[config.mk]
export PLATFORM = sky130hd
export DESIGN_NAME = wdog_ctrl
export DESIGN_NICKNAME = d
export VERILOG_FILES = /design/src/pkg/wdog_pkg.sv /design/src/pkg/tick_if.sv /design/src/core/wdog_timebase.sv /design/src/core/wdog_ctrl.sv
export SDC_FILE = /design/constraint.sdc
export NUM_CORES = 1
export LEC_CHECK = 0
export ABC_AREA = 1
export BUFFER_PORTS_ARGS = -buffer_cell sky130_fd_sc_hd__clkbuf_2
export CAP_MARGIN = 20
export CELL_PAD_IN_SITES_DETAIL_PLACEMENT = 0
export CELL_PAD_IN_SITES_GLOBAL_PLACEMENT = 1
export CORE_MARGIN = 2
export CORE_UTILIZATION = 42
export DETAILED_ROUTE_END_ITERATION = 8
export PLACE_DENSITY_LB_ADDON = 0.25
export RECOVER_POWER = 100
export SYNTH_ARGS = -nofsm -noshare
export SYNTH_HDL_FRONTEND = slang
export SYNTH_SLANG_ARGS = --single-unit
[constraint.sdc]
create_clock -name mclk -period 1.8 [get_ports mclk]
set_clock_uncertainty 0.05 [all_clocks]
set_input_delay 0.09 -clock mclk [delete_from_list [all_inputs] [get_ports mclk]]
set_output_delay 0.09 -clock mclk [all_outputs]
set_load 0.02 [all_outputs]
[src/pkg/wdog_pkg.sv]
// Package with register map, field positions and reset values of the counter array watchdog
package wdog_pkg;
  localparam logic [7:0] CTRL_ADDR      = 8'hd8;
  localparam logic [7:0] MODE_ADDR      = 8'hd9;
  localparam logic [7:0] CNT_LO_ADDR    = 8'he9;
  localparam logic [7:0] CNT_HI_ADDR    = 8'hf9;
  localparam logic [7:0] M4_LO_ADDR     = 8'hee;
  localparam logic [7:0] M4_HI_ADDR     = 8'hfe;
  localparam int CTRL_OVF_BIT   = 7;
  localparam int CTRL_RUN_BIT   = 6;
  localparam int CTRL_M4_BIT    = 4;
  localparam int MODE_IDLE_BIT  = 7;
  localparam int MODE_EN_BIT    = 6;
  localparam int MODE_LOCK_BIT  = 5;
  localparam int MODE_TB_LSB    = 1;
  localparam int MODE_IRQ_BIT   = 0;
  localparam logic [7:0] CTRL_RESET     = 8'h00;
  localparam logic [7:0] MODE_RESET     = 8'h40;
  localparam logic [7:0] CTRL_WMASK     = 8'hdf;
  localparam logic [7:0] MODE_WMASK     = 8'hef;
  localparam logic [7:0] CNT_RESET      = 8'h00;
  localparam logic [7:0] M4_LO_RESET    = 8'h00;
  localparam logic [2:0] TB_DIV12       = 3'h0;
  localparam logic [2:0] TB_DIV4        = 3'h1;
  localparam logic [2:0] TB_TIMER0      = 3'h2;
  localparam logic [2:0] TB_EXT_FALL    = 3'h3;
  localparam logic [2:0] TB_SYSTEM_CLOCK      = 3'h4;
  localparam logic [2:0] TB_EXT_DIV8    = 3'h5;
  localparam int DIV12_CYCLES   = 12;
  localparam int DIV4_CYCLES    = 4;
  localparam int DIV8_CYCLES    = 8;
endpackage

[src/pkg/tick_if.sv]
// Interface carrying timebase selection and tick between watchdog core and timebase
`timescale 1ns/1ps
interface tick_if;
  logic [2:0] sel;
  logic       tick;
  modport gen (input sel, output tick);
  modport use_side (output sel, input tick);
endinterface

[src/core/wdog_timebase.sv]
// Counter timebase generator: one-cycle tick per counter clock
`timescale 1ns/1ps
module wdog_timebase
  import wdog_pkg::*;
(
  input  wire logic mclk,
  input  wire logic reset,
  input  wire logic timer0_ovf,
  input  wire logic ext_in,
  tick_if.gen       tb
);
  logic [3:0] div_q;
  logic [3:0] ediv_q;
  logic       ext_q;
  logic       ext_fall;
  logic [3:0] limit;
  logic       div_tick;
  logic       ext8_tick;

  assign ext_fall  = ext_q & ~ext_in;
  assign limit     = (tb.sel == TB_DIV4) ? 4'(DIV4_CYCLES - 1) : 4'(DIV12_CYCLES - 1);
  assign div_tick  = (div_q == limit);
  assign ext8_tick = ext_fall & (ediv_q == 4'(DIV8_CYCLES - 1));

  always_ff @(posedge mclk) begin
    if (reset | div_tick) div_q <= 4'h0;
    else div_q <= div_q + 4'h1;
  end

  // External edge divider; falling edges counted, synchronised by assumption
  always_ff @(posedge mclk) begin
    if (reset) begin
      ext_q  <= 1'b0;
      ediv_q <= 4'h0;
    end else begin
      ext_q <= ext_in;
      if (ext_fall) ediv_q <= ext8_tick ? 4'h0 : ediv_q + 4'h1;
    end
  end

  always_comb begin
    case (tb.sel)
      TB_DIV12, TB_DIV4: tb.tick = div_tick;
      TB_TIMER0:         tb.tick = timer0_ovf;
      TB_EXT_FALL:       tb.tick = ext_fall;
      TB_SYSTEM_CLOCK:         tb.tick = 1'b1;
      TB_EXT_DIV8:       tb.tick = ext8_tick;
      default:           tb.tick = 1'b0;
    endcase
  end
endmodule

[src/core/wdog_ctrl.sv]
// Counter array watchdog: control, mode, counter and module-4 watchdog logic
// Operation
// - Timebase and idle-suspend writes ignored while watchdog enabled.
// - Watchdog enabled when enable or lock bit set.
// - Lock holds watchdog enabled until next reset.
// - Lock clear: writing zero to enable disables watchdog.
// - Enable bit reads one after every reset.
// - Reset: timebase divide-by-twelve, counter low and offset byte zero.
// - Idle-suspend set halts counting while CPU idle.
// - Overflow flag set when 16-bit counter wraps to zero.
// - Enabled overflow flag requests interrupt; only software clears it.
// - Control bit 6 runs counter, forced on by watchdog.
// - Unused bits read zero; writes ignored.
// - Module flags set on match, request interrupt when enabled, cleared by software.
// - Control register bit-addressable; bit operations touch only addressed bit.
// - Mode: idle bit 7, enable bit 6, lock bit 5; only enable resets one.
// - Update-byte write loads counter high byte plus offset byte.
// - Enabled: low byte overflow with high byte match requests reset.
// - Enabled: writing one to module-4 flag forces watchdog reset.
// - Timebase code zero selects system clock divided by twelve.
`timescale 1ns/1ps
module wdog_ctrl
  import wdog_pkg::*;
(
  input  wire logic       mclk,
  input  wire logic       reset,
  input  wire logic       sfr_wr,
  input  wire logic       sfr_rd,
  input  wire logic [7:0] sfr_addr,
  input  wire logic [7:0] sfr_wdata,
  input  wire logic       bit_wr,
  input  wire logic [2:0] bit_sel,
  input  wire logic       bit_val,
  input  wire logic       cpu_idle,
  input  wire logic       timer0_ovf,
  input  wire logic       ext_in,
  input  wire logic [3:0] module_match,
  input  wire logic [3:0] module_irq_en,
  input  wire logic       module4_irq_en,
  output logic      [7:0] sfr_rdata,
  output logic            array_irq,
  output logic            watchdog_reset_req,
  output logic            watchdog_active
);
  import wdog_pkg::*;

  logic [7:0] ctrl_q;
  logic [7:0] mode_q;
  logic [7:0] cnt_lo_q;
  logic [7:0] cnt_hi_q;
  logic [7:0] m4_lo_q;
  logic [7:0] m4_hi_q;
  logic [7:0] rdata_q;
  logic       irq_q;
  logic       wdrst_q;
  logic       active_q;

  tick_if tb ();

  wdog_timebase u_timebase (
    .mclk       (mclk),
    .reset      (reset),
    .timer0_ovf (timer0_ovf),
    .ext_in     (ext_in),
    .tb         (tb)
  );

  logic       wd_on;
  logic       wr_ctrl;
  logic       wr_mode;
  logic       wr_lo;
  logic       wr_hi;
  logic       wr_m4lo;
  logic       wr_m4hi;
  logic       run_eff;
  logic       count_en;
  logic       lo_ovf;
  logic       ovf16;
  logic [7:0] ctrl_wval;
  logic [7:0] ctrl_set;
  logic [7:0] ctrl_d;
  logic [7:0] mode_d;
  logic       force_rst;
  logic       match_rst;
  logic [7:0] rd_mux;

  assign wd_on     = mode_q[MODE_EN_BIT] | mode_q[MODE_LOCK_BIT];
  assign wr_ctrl   = sfr_wr & (sfr_addr == CTRL_ADDR);
  assign wr_mode   = sfr_wr & (sfr_addr == MODE_ADDR);
  assign wr_lo     = sfr_wr & (sfr_addr == CNT_LO_ADDR) & ~wd_on;
  assign wr_hi     = sfr_wr & (sfr_addr == CNT_HI_ADDR) & ~wd_on;
  assign wr_m4lo   = sfr_wr & (sfr_addr == M4_LO_ADDR);
  assign wr_m4hi   = sfr_wr & (sfr_addr == M4_HI_ADDR);
  assign run_eff   = ctrl_q[CTRL_RUN_BIT] | wd_on;
  // Idle suspend gates the timebase, not the run bit
  assign count_en  = run_eff & tb.tick & ~(mode_q[MODE_IDLE_BIT] & cpu_idle);
  assign lo_ovf    = count_en & (cnt_lo_q == 8'hff);
  assign ovf16     = lo_ovf & (cnt_hi_q == 8'hff);
  assign tb.sel    = mode_q[MODE_TB_LSB +: 3];

  // Bit writes build a one-hot replacement so only the addressed bit moves
  always_comb begin
    ctrl_wval = ctrl_q;
    if (wr_ctrl) ctrl_wval = sfr_wdata;
    else if (bit_wr) ctrl_wval[bit_sel] = bit_val;
  end

  assign force_rst = wd_on & ((wr_ctrl & sfr_wdata[CTRL_M4_BIT]) |
                              (bit_wr & ~wr_ctrl & (bit_sel == 3'(CTRL_M4_BIT)) & bit_val));
  assign match_rst = wd_on & lo_ovf & (cnt_hi_q == m4_hi_q);
  // Hardware set wins over software clear
  assign ctrl_set  = {ovf16, 2'b00, match_rst, module_match};
  assign ctrl_d    = (((ctrl_wval & CTRL_WMASK) | ctrl_set)) & CTRL_WMASK;

  always_comb begin
    mode_d = mode_q;
    if (wr_mode) begin
      mode_d[MODE_IRQ_BIT] = sfr_wdata[MODE_IRQ_BIT];
      mode_d[MODE_LOCK_BIT] = mode_q[MODE_LOCK_BIT] | sfr_wdata[MODE_LOCK_BIT];
      // Setting lock also sets enable, so a locked watchdog never reads disabled
      mode_d[MODE_EN_BIT] = sfr_wdata[MODE_EN_BIT] | mode_d[MODE_LOCK_BIT];
      if (!wd_on) begin
        mode_d[MODE_IDLE_BIT] = sfr_wdata[MODE_IDLE_BIT];
        mode_d[MODE_TB_LSB +: 3] = sfr_wdata[MODE_TB_LSB +: 3];
      end
    end
    mode_d = mode_d & MODE_WMASK;
  end

  // Run bit reads as written by software, not forced state
  always_comb begin
    case (sfr_addr)
      CTRL_ADDR:   rd_mux = ctrl_q;
      MODE_ADDR:   rd_mux = mode_q;
      CNT_LO_ADDR: rd_mux = cnt_lo_q;
      CNT_HI_ADDR: rd_mux = cnt_hi_q;
      M4_LO_ADDR:  rd_mux = m4_lo_q;
      M4_HI_ADDR:  rd_mux = m4_hi_q;
      default:     rd_mux = 8'h00;
    endcase
  end

  always_ff @(posedge mclk) begin
    if (reset) begin
      ctrl_q <= CTRL_RESET;
      mode_q <= MODE_RESET;
    end else begin
      ctrl_q <= ctrl_d;
      mode_q <= mode_d;
    end
  end

  always_ff @(posedge mclk) begin
    if (reset) begin
      cnt_lo_q <= CNT_RESET;
      cnt_hi_q <= CNT_RESET;
    end else begin
      if (wr_lo) cnt_lo_q <= sfr_wdata;
      else if (count_en) cnt_lo_q <= cnt_lo_q + 8'h01;
      if (wr_hi) cnt_hi_q <= sfr_wdata;
      else if (lo_ovf) cnt_hi_q <= cnt_hi_q + 8'h01;
    end
  end

  always_ff @(posedge mclk) begin
    if (reset) begin
      m4_lo_q <= M4_LO_RESET;
      m4_hi_q <= 8'h00;
    end else begin
      if (wr_m4lo) m4_lo_q <= sfr_wdata;
      if (wr_m4hi) m4_hi_q <= cnt_hi_q + m4_lo_q;
    end
  end

  always_ff @(posedge mclk) begin
    if (reset) begin
      rdata_q  <= 8'h00;
      irq_q    <= 1'b0;
      wdrst_q  <= 1'b0;
      active_q <= 1'b1;
    end else begin
      if (sfr_rd) rdata_q <= rd_mux;
      irq_q    <= (ctrl_q[CTRL_OVF_BIT] & mode_q[MODE_IRQ_BIT]) |
                  (|(ctrl_q[3:0] & module_irq_en)) | (ctrl_q[CTRL_M4_BIT] & module4_irq_en);
      wdrst_q  <= force_rst | match_rst;
      active_q <= mode_d[MODE_EN_BIT] | mode_d[MODE_LOCK_BIT];
    end
  end

  assign sfr_rdata          = rdata_q;
  assign array_irq          = irq_q;
  assign watchdog_reset_req = wdrst_q;
  assign watchdog_active    = active_q;

  AST_LOCK_HOLDS: assert property (@(posedge mclk) disable iff (reset)
    mode_q[MODE_LOCK_BIT] |=> mode_q[MODE_EN_BIT] && mode_q[MODE_LOCK_BIT])
    else $error("lock released or enable cleared");
  AST_DISABLE: assert property (@(posedge mclk) disable iff (reset)
    wr_mode && !mode_q[MODE_LOCK_BIT] && !sfr_wdata[MODE_EN_BIT] && !sfr_wdata[MODE_LOCK_BIT]
    |=> !mode_q[MODE_EN_BIT] && !watchdog_active)
    else $error("enable zero write did not disable");
  AST_FROZEN: assert property (@(posedge mclk) disable iff (reset)
    wd_on |=> $stable(mode_q[MODE_TB_LSB +: 3]) && $stable(mode_q[MODE_IDLE_BIT]))
    else $error("timebase or idle changed while enabled");
  AST_UPDATE: assert property (@(posedge mclk) disable iff (reset)
    wr_m4hi |=> m4_hi_q == 8'($past(cnt_hi_q) + $past(m4_lo_q)))
    else $error("update byte not loaded with sum");
  AST_MATCH_RST: assert property (@(posedge mclk) disable iff (reset)
    wd_on && lo_ovf && cnt_hi_q == m4_hi_q |=> watchdog_reset_req)
    else $error("match did not request reset");
  AST_FORCE_RST: assert property (@(posedge mclk) disable iff (reset)
    wd_on && wr_ctrl && sfr_wdata[CTRL_M4_BIT] |=> watchdog_reset_req)
    else $error("forced reset missing");
  AST_NO_RST_OFF: assert property (@(posedge mclk) disable iff (reset)
    !wd_on && !(wr_ctrl || bit_wr) |=> !watchdog_reset_req)
    else $error("reset request while disabled");
  AST_OVF_SET: assert property (@(posedge mclk) disable iff (reset)
    ovf16 |=> ctrl_q[CTRL_OVF_BIT] && cnt_lo_q == 8'h00 && cnt_hi_q == 8'h00)
    else $error("wrap did not set overflow flag");
  AST_FLAG_STICKY: assert property (@(posedge mclk) disable iff (reset)
    ctrl_q[CTRL_OVF_BIT] && !wr_ctrl && !(bit_wr && bit_sel == 3'(CTRL_OVF_BIT)) |=> ctrl_q[CTRL_OVF_BIT])
    else $error("overflow flag cleared by hardware");
  AST_UNUSED_ZERO: assert property (@(posedge mclk) disable iff (reset)
    !ctrl_q[5] && !mode_q[4])
    else $error("unused bit set");
  AST_FORCED_RUN: assert property (@(posedge mclk) disable iff (reset)
    wd_on && tb.tick && !(mode_q[MODE_IDLE_BIT] && cpu_idle) && !wr_lo |=> cnt_lo_q == 8'($past(cnt_lo_q) + 8'h01))
    else $error("counter not forced on");
  AST_IDLE_HALT: assert property (@(posedge mclk) disable iff (reset)
    mode_q[MODE_IDLE_BIT] && cpu_idle && !wr_lo && !wr_hi |=> $stable(cnt_lo_q) && $stable(cnt_hi_q))
    else $error("counter moved during idle suspend");
endmodule

### Word level (Yosys, flattened, before mapping)

Index checks and enable logic that the tools add are counted.

* register bits after elaboration: 68

* $add $sub $neg: 5
* $lt $le $gt $ge: 2
* equal/unequal tests: 17
* mux-type cells: 14
* bitwise logic cells: 40
* reduce and logical (&&, ||, !) cells: 7

Operator list (number)
* 8-bit == test (second input constant): 8
* 8-bit 2-to-1 mux: 6
* 8-bit case mux with 6 select lines: 1
* 1-bit bitwise AND: 24
* 8-bit by 1-bit adder with 8-bit output (second input constant): 2
* 1-bit OR: 10
* 3-bit == test (second input constant): 3
* 4-bit by 1-bit adder with 4-bit output (second input constant): 2
* 8-bit adder: 1
* 8-bit bitwise mux: 1
* 8-bit == test: 1
* 4-bit 2-to-1 mux: 2
* 8-bit OR: 1
* 3-bit by 2-bit == test with 1-bit output (second input constant): 2
* 1-bit case mux with 5 select lines: 1
* 4-bit bitwise AND: 1
* 4-bit by 3-bit == test with 1-bit output (second input constant): 1
* 4-bit == test: 1
* 3-bit by 4-bit less-than comparator with 1-bit output (second input constant): 1
* 1-bit NOT: 4
* 2-bit nonzero test: 2
* 4-bit OR reduction: 1
* 1-bit demux with 3-bit select: 1
* 3-bit by 1-bit == test with 1-bit output (second input constant): 1
* 7 further kinds: 7

### Longest topological paths before layout

Gate-level depths: netlist (run 1).

* depth after elaboration: 10
* mapped depth: 12

### By module

A second synthesis (run 1) with hierarchy kept.

* cell total of the unflattened synthesis: 622
* area, all modules: 4082.7 µm²

By module, submodules not included
* wdog_ctrl: times used 1, cells each 557, area each 3614.7 µm²
* wdog_timebase: times used 1, cells each 65, area each 467.9 µm²

### Worst setup path before layout (run 1)

Ideal clock, no wire load.

* path type: reg2reg
* start point: reg cnt_hi_q[0]
* end point: reg m4_hi_q[6]
* arrival: 1.460 ns
* path slack: 0.177 ns
* stages on the path, launching flop included: 10
* buffers on the path: 0
* period minus slack after synthesis: 1.623 ns
* cell sequence: dfxtp_1 > ha_1 > inv_1 > fa_1 > inv_1 > nand4_1 > nand4_1 > nand2_1 > o21ai_1 > inv_1

* cells in the longest elaborated chain, start to end: 1

Ends and longest elaborated chain
* from (decl): line wdog_ctrl.sv:50 `logic [7:0] cnt_hi_q;`
* from (signal assigned): line wdog_ctrl.sv:160 `if (wr_hi) cnt_hi_q <= sfr_wdata;`
* from (signal assigned): line wdog_ctrl.sv:161 `else if (lo_ovf) cnt_hi_q <= cnt_hi_q + 8'h01;`
* 8-bit adder: line wdog_ctrl.sv:171 `if (wr_m4hi) m4_hi_q <= cnt_hi_q + m4_lo_q;`
* to (signal assigned): line wdog_ctrl.sv:171
* to (decl): line wdog_ctrl.sv:52 `logic [7:0] m4_hi_q;`

Every way passes these cells.
A chain may end at the register's enable or synchronous reset.

### Final worst setup path (run 1)

* start point: reg cnt_lo_q[1]
* end point: reg cnt_hi_q[3]

* cells in the longest elaborated chain, start to end: 3

Ends and longest elaborated chain
* from (decl): line wdog_ctrl.sv:49 `logic [7:0] cnt_lo_q;`
* from (signal assigned): line wdog_ctrl.sv:158 `if (wr_lo) cnt_lo_q <= sfr_wdata;`
* from (signal assigned): line wdog_ctrl.sv:159 `else if (count_en) cnt_lo_q <= cnt_lo_q + 8'h01;`
* 8-bit == test: line wdog_ctrl.sv:97 `assign lo_ovf = count_en & (cnt_lo_q == 8'hff);`
* 1-bit bitwise AND: line wdog_ctrl.sv:97
* 2-bit nonzero test (no source line)

Every way passes these cells.

==> metrics, run 1 <==
status=finished clean; Worst Setup Slack, final=~0.10 ns; Seq pwr share=0.468; DRC=0; Worst setup endpoint=cnt_hi_q[3]$_SDFFE_PP0P_; CORE AREA=9240 sq um; CTS tree=yes; initial antenna violation count=0; Setup crit start=cnt_lo_q[1]$_SDFFE_PP0P_; worst vdd ir=0.465 mV; Final Hold Slack=~0.014 ns; vias in the first global route=approximately 3900; RR Startpoint=cnt_lo_q[1]$_SDFFE_PP0P_; P_leak=2.05 nW; Initial DRC Count=303; most frequent cell on the critical path=nand2_2; grt total ovfl=0; Crit Path Class=flip-flop to flip-flop; H-tree depth=3; fin crit share=0.942; syn_area_per_cell=6.67 sq um; final hold vios=0; Tmin final=1.70 ns; Rel. slew slack=0.605; CP max FO=6; Async S/R FF share, synth=0; Final Setup Violations=0; cell family with the largest share of critical-path delay=simple AND/OR/NAND/NOR gates; # IOs=48; clk slew on worst S/H paths=0.08 ns; Wirelength per Cell=between 15 and 20 um; clock root buffer=clkbuf_8; first-pass GRT wire length=19800 um; top-area cell type share of the netlist area=0.332; synthesized instance count=between 500 and 600; Worst R2R End=cnt_hi_q[3]$_SDFFE_PP0P_; Port Buffers=47; share of layout cells above drive strength 1=0.157; EDFF count, synth=0; crit-path cells=ha_1 -> nand2_2 -> nor3_4 -> nand2_2 -> nor2_4 -> nand3_4 -> buf_4 -> nand3_1 -> a21oi_1; Die Wd=101 um; ys flop type=dfxtp_1; row count=35; Area growth, synth to finish=18.9%; Slew @ Worst Pin=~0.6 ns; largest net degree at the start of global routing=36; part of the Yosys area used for sequential elements=0.332; RePlAce Congestion=0.943; Worst Hold Class=primary input to flip-flop; vias per cell=5.24; CP Data Required Time=1.98 ns; gr usage total=0.253; largest cells by area after synthesis=dfxtp_1 33%, nand2_1 12%, a21oi_1 7.7%, inv_1 7.6%, o21ai_0 5.9%; worst skew pair latency=0.36 ns; max-slew violations=0; Max clock buf depth=2; die area=roughly 10000 sq um; clock network power share=0.454; switching share of power=0.263; initial cell density of the core=0.431; # fillers=982; R2R depth=9; crit path buf inv count=1; Setup crit start kind=flip-flop; Synth warnings=0; r2r setup slk=0.10 ns; list of most frequent post-synthesis cells=122 x nand2_1, 81 x inv_1, 66 x dfxtp_1, 61 x a21oi_1, 47 x o21ai_0; diode count=0; Routed Wire Length=around 13000 um; CP Data Arrival Time=1.88 ns; switching pwr=845 uW; critical path depth=9; syn nets=between 600 and 700; f_max=0.590 GHz; #FFs+latches synth=66; Die Height=between 100 and 150 um; area leader, netlist=dfxtp_1; highest cell delay on the worst timing path=0.35 ns; CP max stage cell=dfxtp_2; post-DP HPWL=between 9000 and 10000 um; synthesized area=3980 sq um; Antenna Violating Nets Remaining=0; synth unique cells=44; 1st-pass router iterations=5; internal power=2.37 mW; count leader, synth=nand2_1; Max-cap violations=0; endpoint class of the critical path=flip-flop; Comb power frac=0.078; final net count=between 700 and 800; Place WS=about 0.073 ns; PwrDens=slightly below 700 nW/um^2; Via Count=4182; Num CTS Buffers=9; Clock Sinks=between 60 and 70
## power by group through the flow
stage	Combinational (mW)	Clock, mW	Sequential, mW
6_report	0.249	1.46	1.50
5_1_grt	0.278	1.52	1.51
4_1_cts	0.254	1.47	1.50
3_5_place_dp	0.240	0	1.54
3_3_place_gp	0.236	0	1.54
2_1_floorplan	0.119	0	1.54
## area by class of cell
| type | count | area, sq um | area share |
|---|---|---|---|
| multi-input combinational | 424 | 2260 | 0.478 |
| clock inverter | 7 | 101 | 0.0214 |
| tap | 129 | 161 | 0.0341 |
| clock buffer | 9 | 124 | 0.0262 |
| timing repair buffer | 71 | 409 | 0.0864 |
| inverter | 92 | 347 | 0.0732 |
| sequential | 66 | 1330 | 0.280 |
## per-layer routing
metal,track usage,routed length (um),vias up
met1,0.346,5740,1917
met5,0,0,-
met3,0.0317,825,20
met2,0.411,5750,148
li1,-,-,2097
met4,0.0904,271,0
## worst min-delay path, stage by stage
cell	delay (ns)
clkbuf_2	0.10
o21ai_0	0.09
a21oi_1	0.11
## worst min path at each step
stage                         start                      end  slack, ns  cells after the start
finish                 sfr_wdata[4]  m4_lo_q[4]$_SDFFE_PP0P_       0.01                      3
global route           sfr_wdata[4]  m4_lo_q[4]$_SDFFE_PP0P_       0.03                      3
CTS                    sfr_wdata[0]  m4_lo_q[0]$_SDFFE_PP0P_       0.02                      3
detailed placement  module_match[1]     ctrl_q[1]$_SDFF_PP0_       0.25                      3
global placement    module_match[1]     ctrl_q[1]$_SDFF_PP0_       0.24                      3
floorplan           module_match[1]     ctrl_q[1]$_SDFF_PP0_       0.15                      2
## state kept, by name, indices dropped and copies added, names as in the netlist
signal / flops
array_irq: 1
cnt_hi_q: 8
cnt_lo_q: 8
ctrl_q: 7
m4_hi_q: 8
m4_lo_q: 8
mode_q: 7
sfr_rdata: 8
u_timebase.div_q: 4
u_timebase.ediv_q: 4
u_timebase.ext_q: 1
watchdog_active: 1
watchdog_reset_req: 1
## metrics by stage
stage | instance area [sq um] | TNS [ns] | cells | total power, mW | util
2_1_floorplan | 3980 | 0 | 597 | 1.66 | -
3_3_place_gp | 4390 | 0 | 768 | 1.77 | 0.475
3_5_place_dp | 4390 | 0 | 768 | 1.78 | 0.475
4_1_cts | 4680 | 0 | 791 | 3.23 | 0.507
5_1_grt | 4730 | -0.00400 | 798 | 3.31 | 0.512
6_report | 4730 | 0 | 798 | 3.21 | 0.512
## kinds of logic (layout without fill, tap and decap cells)
kind of cell,Yosys count,after routing,synth area share
adder cells (fa/ha/maj),12,12,0.0396
buffers and inverters,107,179,0.103
AO/OA/AOI/OAI,152,152,0.207
XOR/XNOR,14,14,0.0308
AND/OR/NAND/NOR,246,246,0.287
flip-flops,66,66,0.332
## repair_timing
item | CTS | global route
setup endpoints to repair | 0 | 18
hold buffers | 7 | 0
resized for setup | 0 | 13
setup buffers | 0 | 7
endpoints found under the hold margin | 6 | 0
## cells in the final DEF (no fill, tap or decap), drive strengths merged
cell type and count:
nor3 5, clkbuf 58, a31oi 4, o21ai 66, o22ai 10, nand3 47
bufinv 2, a211oi 1, nand3b 2, or2 4, clkinv 4, nand2 129
xnor2 4, o311ai 1, inv 91, o21bai 1, o211ai 2, a21o 1
a221oi 1, o2bb2ai 1, a21oi 63, fa 1, nor2 49, buf 15
xor2 10, nand4 10, dlygate4sd3 7, ha 11, dfxtp 66, clkinvlp 2
a22oi 1
Power figures use the tool's default switching activity.
==> run 2, diff against run 1 <==
CORE_ASPECT_RATIO = 2   (was not set)
CORE_UTILIZATION = 43   (was 42)
CTS_BUF_LIST = sky130_fd_sc_hd__clkbuf_4 sky130_fd_sc_hd__clkbuf_8   (was not set)
SKIP_LAST_GASP = 1   (was not set)
==> metrics, run 2 (same netlist as run 1, synthesis figures left out) <==
Area growth, synth to finish=19.8% (was 18.9%); P_leak=2.07 nW (was 2.05 nW); Setup crit start kind=flip-flop (unchanged); CP max FO=16 (was 6); gr usage total=0.269 (was 0.253); Via Count=4207 (was 4182); RSZ-0062 raised after global routing=true; vias in the first global route=4038 (was 3882); Worst Setup Slack, final=0.0654 ns (was 0.105 ns); clock root buffer=clkbuf_8 (unchanged); share of layout cells above drive strength 1=0.172 (was 0.157); worst skew pair latency=0.37 ns (was 0.36 ns); Tmin final=1.73 ns (was 1.70 ns); # IOs=48 (unchanged); DP Cell Count=747 (was 768); status=finished clean (unchanged); Setup crit start=mode_q[5]$_SDFF_PP0_ (was cnt_lo_q[1]$_SDFFE_PP0P_); Final Setup Violations=0 (unchanged); Worst Hold Class=primary input to flip-flop (unchanged); post-DP HPWL=9940 um (was 9470 um); Max clock buf depth=2 (unchanged); Die Wd=72.0 um (was 101 um); Antenna Violating Nets Remaining=0 (unchanged); vias per cell=5.43 (was 5.24); post-layout util=0.529 (was 0.512); Place WS=-0.0366 ns (was 0.0733 ns); Die Height=140 um (was 101 um); Crit Path Class=flip-flop to flip-flop (unchanged); Clock Sinks=66 (unchanged); fin crit share=0.964 (was 0.942); CP Data Arrival Time=1.93 ns (was 1.88 ns); Initial DRC Count=291 (was 303); endpoint class of the critical path=flip-flop (unchanged); row count=49 (was 35); final hold vios=0 (unchanged); initial antenna violation count=0 (unchanged); Rel. slew slack=0.603 (was 0.605); RR Startpoint=mode_q[5]$_SDFF_PP0_ (was cnt_lo_q[1]$_SDFFE_PP0P_); Max-cap violations=0 (unchanged); Final Hold Slack=0.0369 ns (was 0.0141 ns); largest net degree at the start of global routing=36 (unchanged); hold wc startpoint=sfr_wdata[6] (was sfr_wdata[4]); clk slew on worst S/H paths=0.08 ns (about the same); most frequent cells in the layout=120 x nand2_1, 82 x inv_1, 61 x dfxtp_1, 60 x a21oi_1, 51 x o21ai_0 (was 120 x nand2_1, 84 x inv_1, 62 x a21oi_1, 62 x dfxtp_1, 52 x o21ai_0); Num CTS Buffers=9 (unchanged); Routed Wire Length=13100 um (was 12600 um); CP Data Required Time=1.99 ns (was 1.98 ns); RePlAce Congestion=0.953 (was 0.943); Port Buffers=47 (unchanged); CORE AREA=9010 sq um (was 9240 sq um); Layout Cells excl Fill=775 (was 798); f_max=0.576 GHz (was 0.590 GHz); DRC=0 (unchanged); H-tree depth=3 (unchanged); commonest non-fill, non-tap cell in the layout=nand2_1 (unchanged); grt total ovfl=0 (unchanged); Sum Neg Setup Slack=0 ns (unchanged); 1st-pass router iterations=5 (unchanged); final net count=717 (was 713); diode count=0 (unchanged); die area=10100 sq um (was 10300 sq um); CTS tree=yes (unchanged); Slew @ Worst Pin=0.595 ns (was 0.592 ns); initial cell density of the core=0.442 (was 0.431); max-slew violations=0 (unchanged); PwrDens=670 nW/um^2 (was 678 nW/um^2); first-pass GRT wire length=20500 um (was 19800 um); worst vdd ir=0.505 mV (was 0.465 mV); Wirelength per Cell=16.9 um (was 15.8 um)
## run 2: layout make-up
type | instances | area, sq um
multi-input cells | 425 | 2310
flip-flops and latches | 66 | 1330
inverters | 92 | 347
clock inverters | 7 | 101
well taps | 102 | 128
clock buffers | 9 | 124
fillers | 913 | 4240
repair buffers | 74 | 433
## run 2: through the flow
stage	instance area, sq um	power (mW)
finish	4770	3.20
global route	4770	3.31
CTS	4700	3.22
detailed placement	4400	1.78
global placement	4400	1.77
floorplan	3980	1.66
## run 2: per-layer routing
metal	up-vias	GRT usage	part of all wire
li1	2123	-	-
met1	1895	0.300	0.37
met2	139	0.464	0.51
met3	50	0.0396	0.046
met4	0	0.172	0.082
met5	-	0	0
## run 2: report_power, final
part	internal (mW)	total (mW)	switching [mW]
clock network	0.791	1.44	0.654
logic	0.0876	0.248	0.161
registers	1.49	1.50	0.0179
total	2.36	3.20	0.832
## run 2: critical path, cell delays in order, from the launching register on
cell and delay (ns):
dfxtp_1 0.34, nor2_4 0.21, inv_2 0.11, nor2_2 0.26, nand2_2 0.26, nand3b_1 0.16, o21ai_1 0.09, nand2_1 0.07
a21oi_1 0.05
## run 2: path summary, 6_finish.rpt
| kind | slack (ns) | endpoint | cells past startpoint |
|---|---|---|---|
| setup / recovery | 0.07 | cnt_hi_q[3]$_SDFFE_PP0P_ | 8 |
| hold / removal | 0.04 | ctrl_q[6]$_SDFFE_PP0P_ | 3 |
| setup reg to reg | 0.07 | cnt_hi_q[3]$_SDFFE_PP0P_ | 8 |
| hold reg to reg | 0.41 | u_timebase.div_q[0]$_SDFF_PP0_ | 1 |
## run 2: timing repair
| item | 4_1_cts | 5_1_grt |
|---|---|---|
| gates cloned | 0 | 1 |
| pin swaps | 0 | 5 |
| hold endpoints to repair | 6 | 0 |
| gates resized for setup | 2 | 21 |
| setup endpoints to repair | 2 | 20 |
| buffers inserted | 0 | 4 |
| hold buffers | 7 | 0 |
==> run 3, diff against run 2 <==
CORE_UTILIZATION = 39   (was 43)
clock period = 1.5 ns   (was 1.8 ns; I/O delays follow)
==> metrics, run 3 (same netlist as run 1, synthesis figures left out) <==
share of layout cells above drive strength 1=0.325 (was 0.172); highest cell delay on the worst timing path=0.36 ns (was 0.34 ns); diode count=0 (unchanged); Via Count=4471 (was 4207); M1 GR Usage=0.283 (was 0.300); H-tree depth=3 (unchanged); Routed Wire Length=14900 um (was 13100 um); clk slew on worst S/H paths=0.08 ns (about the same); row count=52 (was 49); status=finished, violations left (was finished clean); grt total ovfl=0 (unchanged); PwrDens=618 nW/um^2 (was 670 nW/um^2); gr usage total=0.274 (was 0.269); vias in the first global route=4434 (was 4038); # fillers=1064 (was 913); first-pass GRT wire length=22400 um (was 20500 um); Initial DRC Count=269 (was 291); RePlAce Congestion=0.966 (was 0.953); worst vdd ir=0.582 mV (was 0.505 mV); DRC=0 (unchanged); most frequent cells in the layout=113 x nand2_1, 80 x inv_1, 71 x buf_4, 52 x a21oi_1, 51 x dfxtp_1 (was 120 x nand2_1, 82 x inv_1, 61 x dfxtp_1, 60 x a21oi_1, 51 x o21ai_0); Num CTS Buffers=9 (unchanged); Worst Hold Class=primary input to flip-flop (unchanged); CP Data Required Time=1.67 ns (was 1.99 ns); WHS Path Cells=3 (unchanged); largest net degree at the start of global routing=36 (unchanged); Clock Sinks=66 (unchanged); Layout Cells excl Fill=877 (was 775); worst skew pair latency=0.36 ns (was 0.37 ns); vias per cell=5.10 (was 5.43); commonest non-fill, non-tap cell in the layout=nand2_1 (unchanged); Crit Path Class=flip-flop to flip-flop (unchanged); RSZ-0062 raised after global routing=true (unchanged); CP Data Arrival Time=1.85 ns (was 1.93 ns); 1st-pass router iterations=5 (unchanged); R2R depth=9 (was 8); Die Height=147 um (was 140 um); Die Wd=75.4 um (was 72.0 um); max-slew violations=0 (unchanged); # IOs=48 (unchanged); DP Cell Count=830 (was 747); Max-cap violations=0 (unchanged); clock root buffer=clkbuf_8 (unchanged); fin crit share=1.12 (was 0.964); initial cell density of the core=0.397 (was 0.442); Max clock buf depth=2 (unchanged); final hold vios=0 (unchanged); gr busiest metal=met2 (unchanged); Slew @ Worst Pin=0.409 ns (was 0.595 ns); Final Setup Violations=23 (was 0); post-DP HPWL=11200 um (was 9940 um); Tmin final=1.68 ns (was 1.73 ns); final net count=786 (was 717); initial antenna violation count=0 (unchanged); Area growth, synth to finish=43.5% (was 19.8%); crit-path cells=ha_4 -> nand2_4 -> nor3_4 -> nand2_2 -> nor2_4 -> nand3_4 -> buf_12 -> nand3_2 -> a21oi_1 (was nor2_4 -> inv_2 -> nor2_2 -> nand2_2 -> nand3b_1 -> o21ai_1 -> nand2_1 -> a21oi_1); Port Buffers=47 (unchanged); M3 GR Usage=0.0439 (was 0.0396); CORE AREA=10000 sq um (was 9010 sq um); CP max stage cell=dfxtp_2 (was dfxtp_1); post-layout util=0.570 (was 0.529); die area=11100 sq um (was 10100 sq um); Antenna Violating Nets Remaining=0 (unchanged); Setup crit start kind=flip-flop (unchanged); Place WS=-0.203 ns (was -0.0366 ns); CTS tree=yes (unchanged); Rel. slew slack=0.727 (was 0.603); GRT met2 Usage=0.490 (was 0.464); CP max FO=3 (was 16); Worst Setup Slack, final=-0.177 ns (was 0.0654 ns); Wirelength per Cell=17.0 um (was 16.9 um); endpoint class of the critical path=flip-flop (unchanged); P_leak=2.51 nW (was 2.07 nW); f_max=0.596 GHz (was 0.576 GHz); failing checks=setup timing
-- run 3: area by class of cell --
type | instances | area [sq um] | area share
clock buffers | 11 | 145 | 0.0254
clock inverters | 5 | 28.8 | 0.00504
inverters | 92 | 347 | 0.0607
multi-input cells | 426 | 2670 | 0.468
flip-flops and latches | 66 | 1350 | 0.236
well taps | 135 | 169 | 0.0296
repair buffers | 142 | 1000 | 0.176
-- run 3: power breakdown --
part | internal [mW] | switching (mW) | total [mW]
Sequential | 1.78 | 0.0238 | 1.80
Clock | 0.656 | 0.741 | 1.40
Combinational | 0.126 | 0.205 | 0.331
-- run 3: stage by stage --
stage / setup TNS [ns] / area (sq um) / total power, mW / hold WS, ns
after floorplan: 0 / 4000 / 1.99 / 0.138
after CTS: -3.12 / 5250 / 3.56 / 0.00779
after global routing: -4.02 / 5710 / 3.66 / 0.0288
after detailed placement: -3.09 / 4860 / 2.16 / 0.232
final: -2.04 / 5710 / 3.53 / 0.0287
after global placement: -2.44 / 4860 / 2.15 / 0.228
-- run 3: worst max-delay path: cells and delay by family, from the launching register on --
| family | cells | cell delay (ns) |
|---|---|---|
| AOI/OAI and AO/OA | 1 | 0.07 |
| buffers and inverters | 1 | 0.17 |
| and+or+nand+nor | 6 | 0.74 |
| adders and majority gates | 1 | 0.15 |
| DFF | 1 | 0.36 |
-- run 3: repair_timing --
item | CTS | global route
hold buffers | 9 | 0
pin swaps | 13 | 29
setup buffers | 4 | 16
endpoints found under the hold margin | 7 | 0
gates cloned | 1 | 1
setup endpoints to repair | 24 | 28
gates resized for setup | 16 | 89
-- run 3: final timing paths --
kind	startpoint	endpoint	slack, ns
worst max-delay path	cnt_lo_q[1]$_SDFFE_PP0P_	cnt_hi_q[0]$_SDFFE_PP0P_	-0.18
worst min-delay path	sfr_wdata[1]	mode_q[1]$_SDFFE_PP0P_	0.03
worst max register to register	cnt_lo_q[1]$_SDFFE_PP0P_	cnt_hi_q[0]$_SDFFE_PP0P_	-0.18
worst min register to register	sfr_rdata[5]$_SDFFE_PP0P_	sfr_rdata[5]$_SDFFE_PP0P_	0.42
-- run 3: metal layers --
layer  vias to the layer above  share of wire
met2                        95           0.55
li1                       2252              -
met4                         0          0.062
met3                        51          0.029
met5                         -              0
met1                      2073           0.35
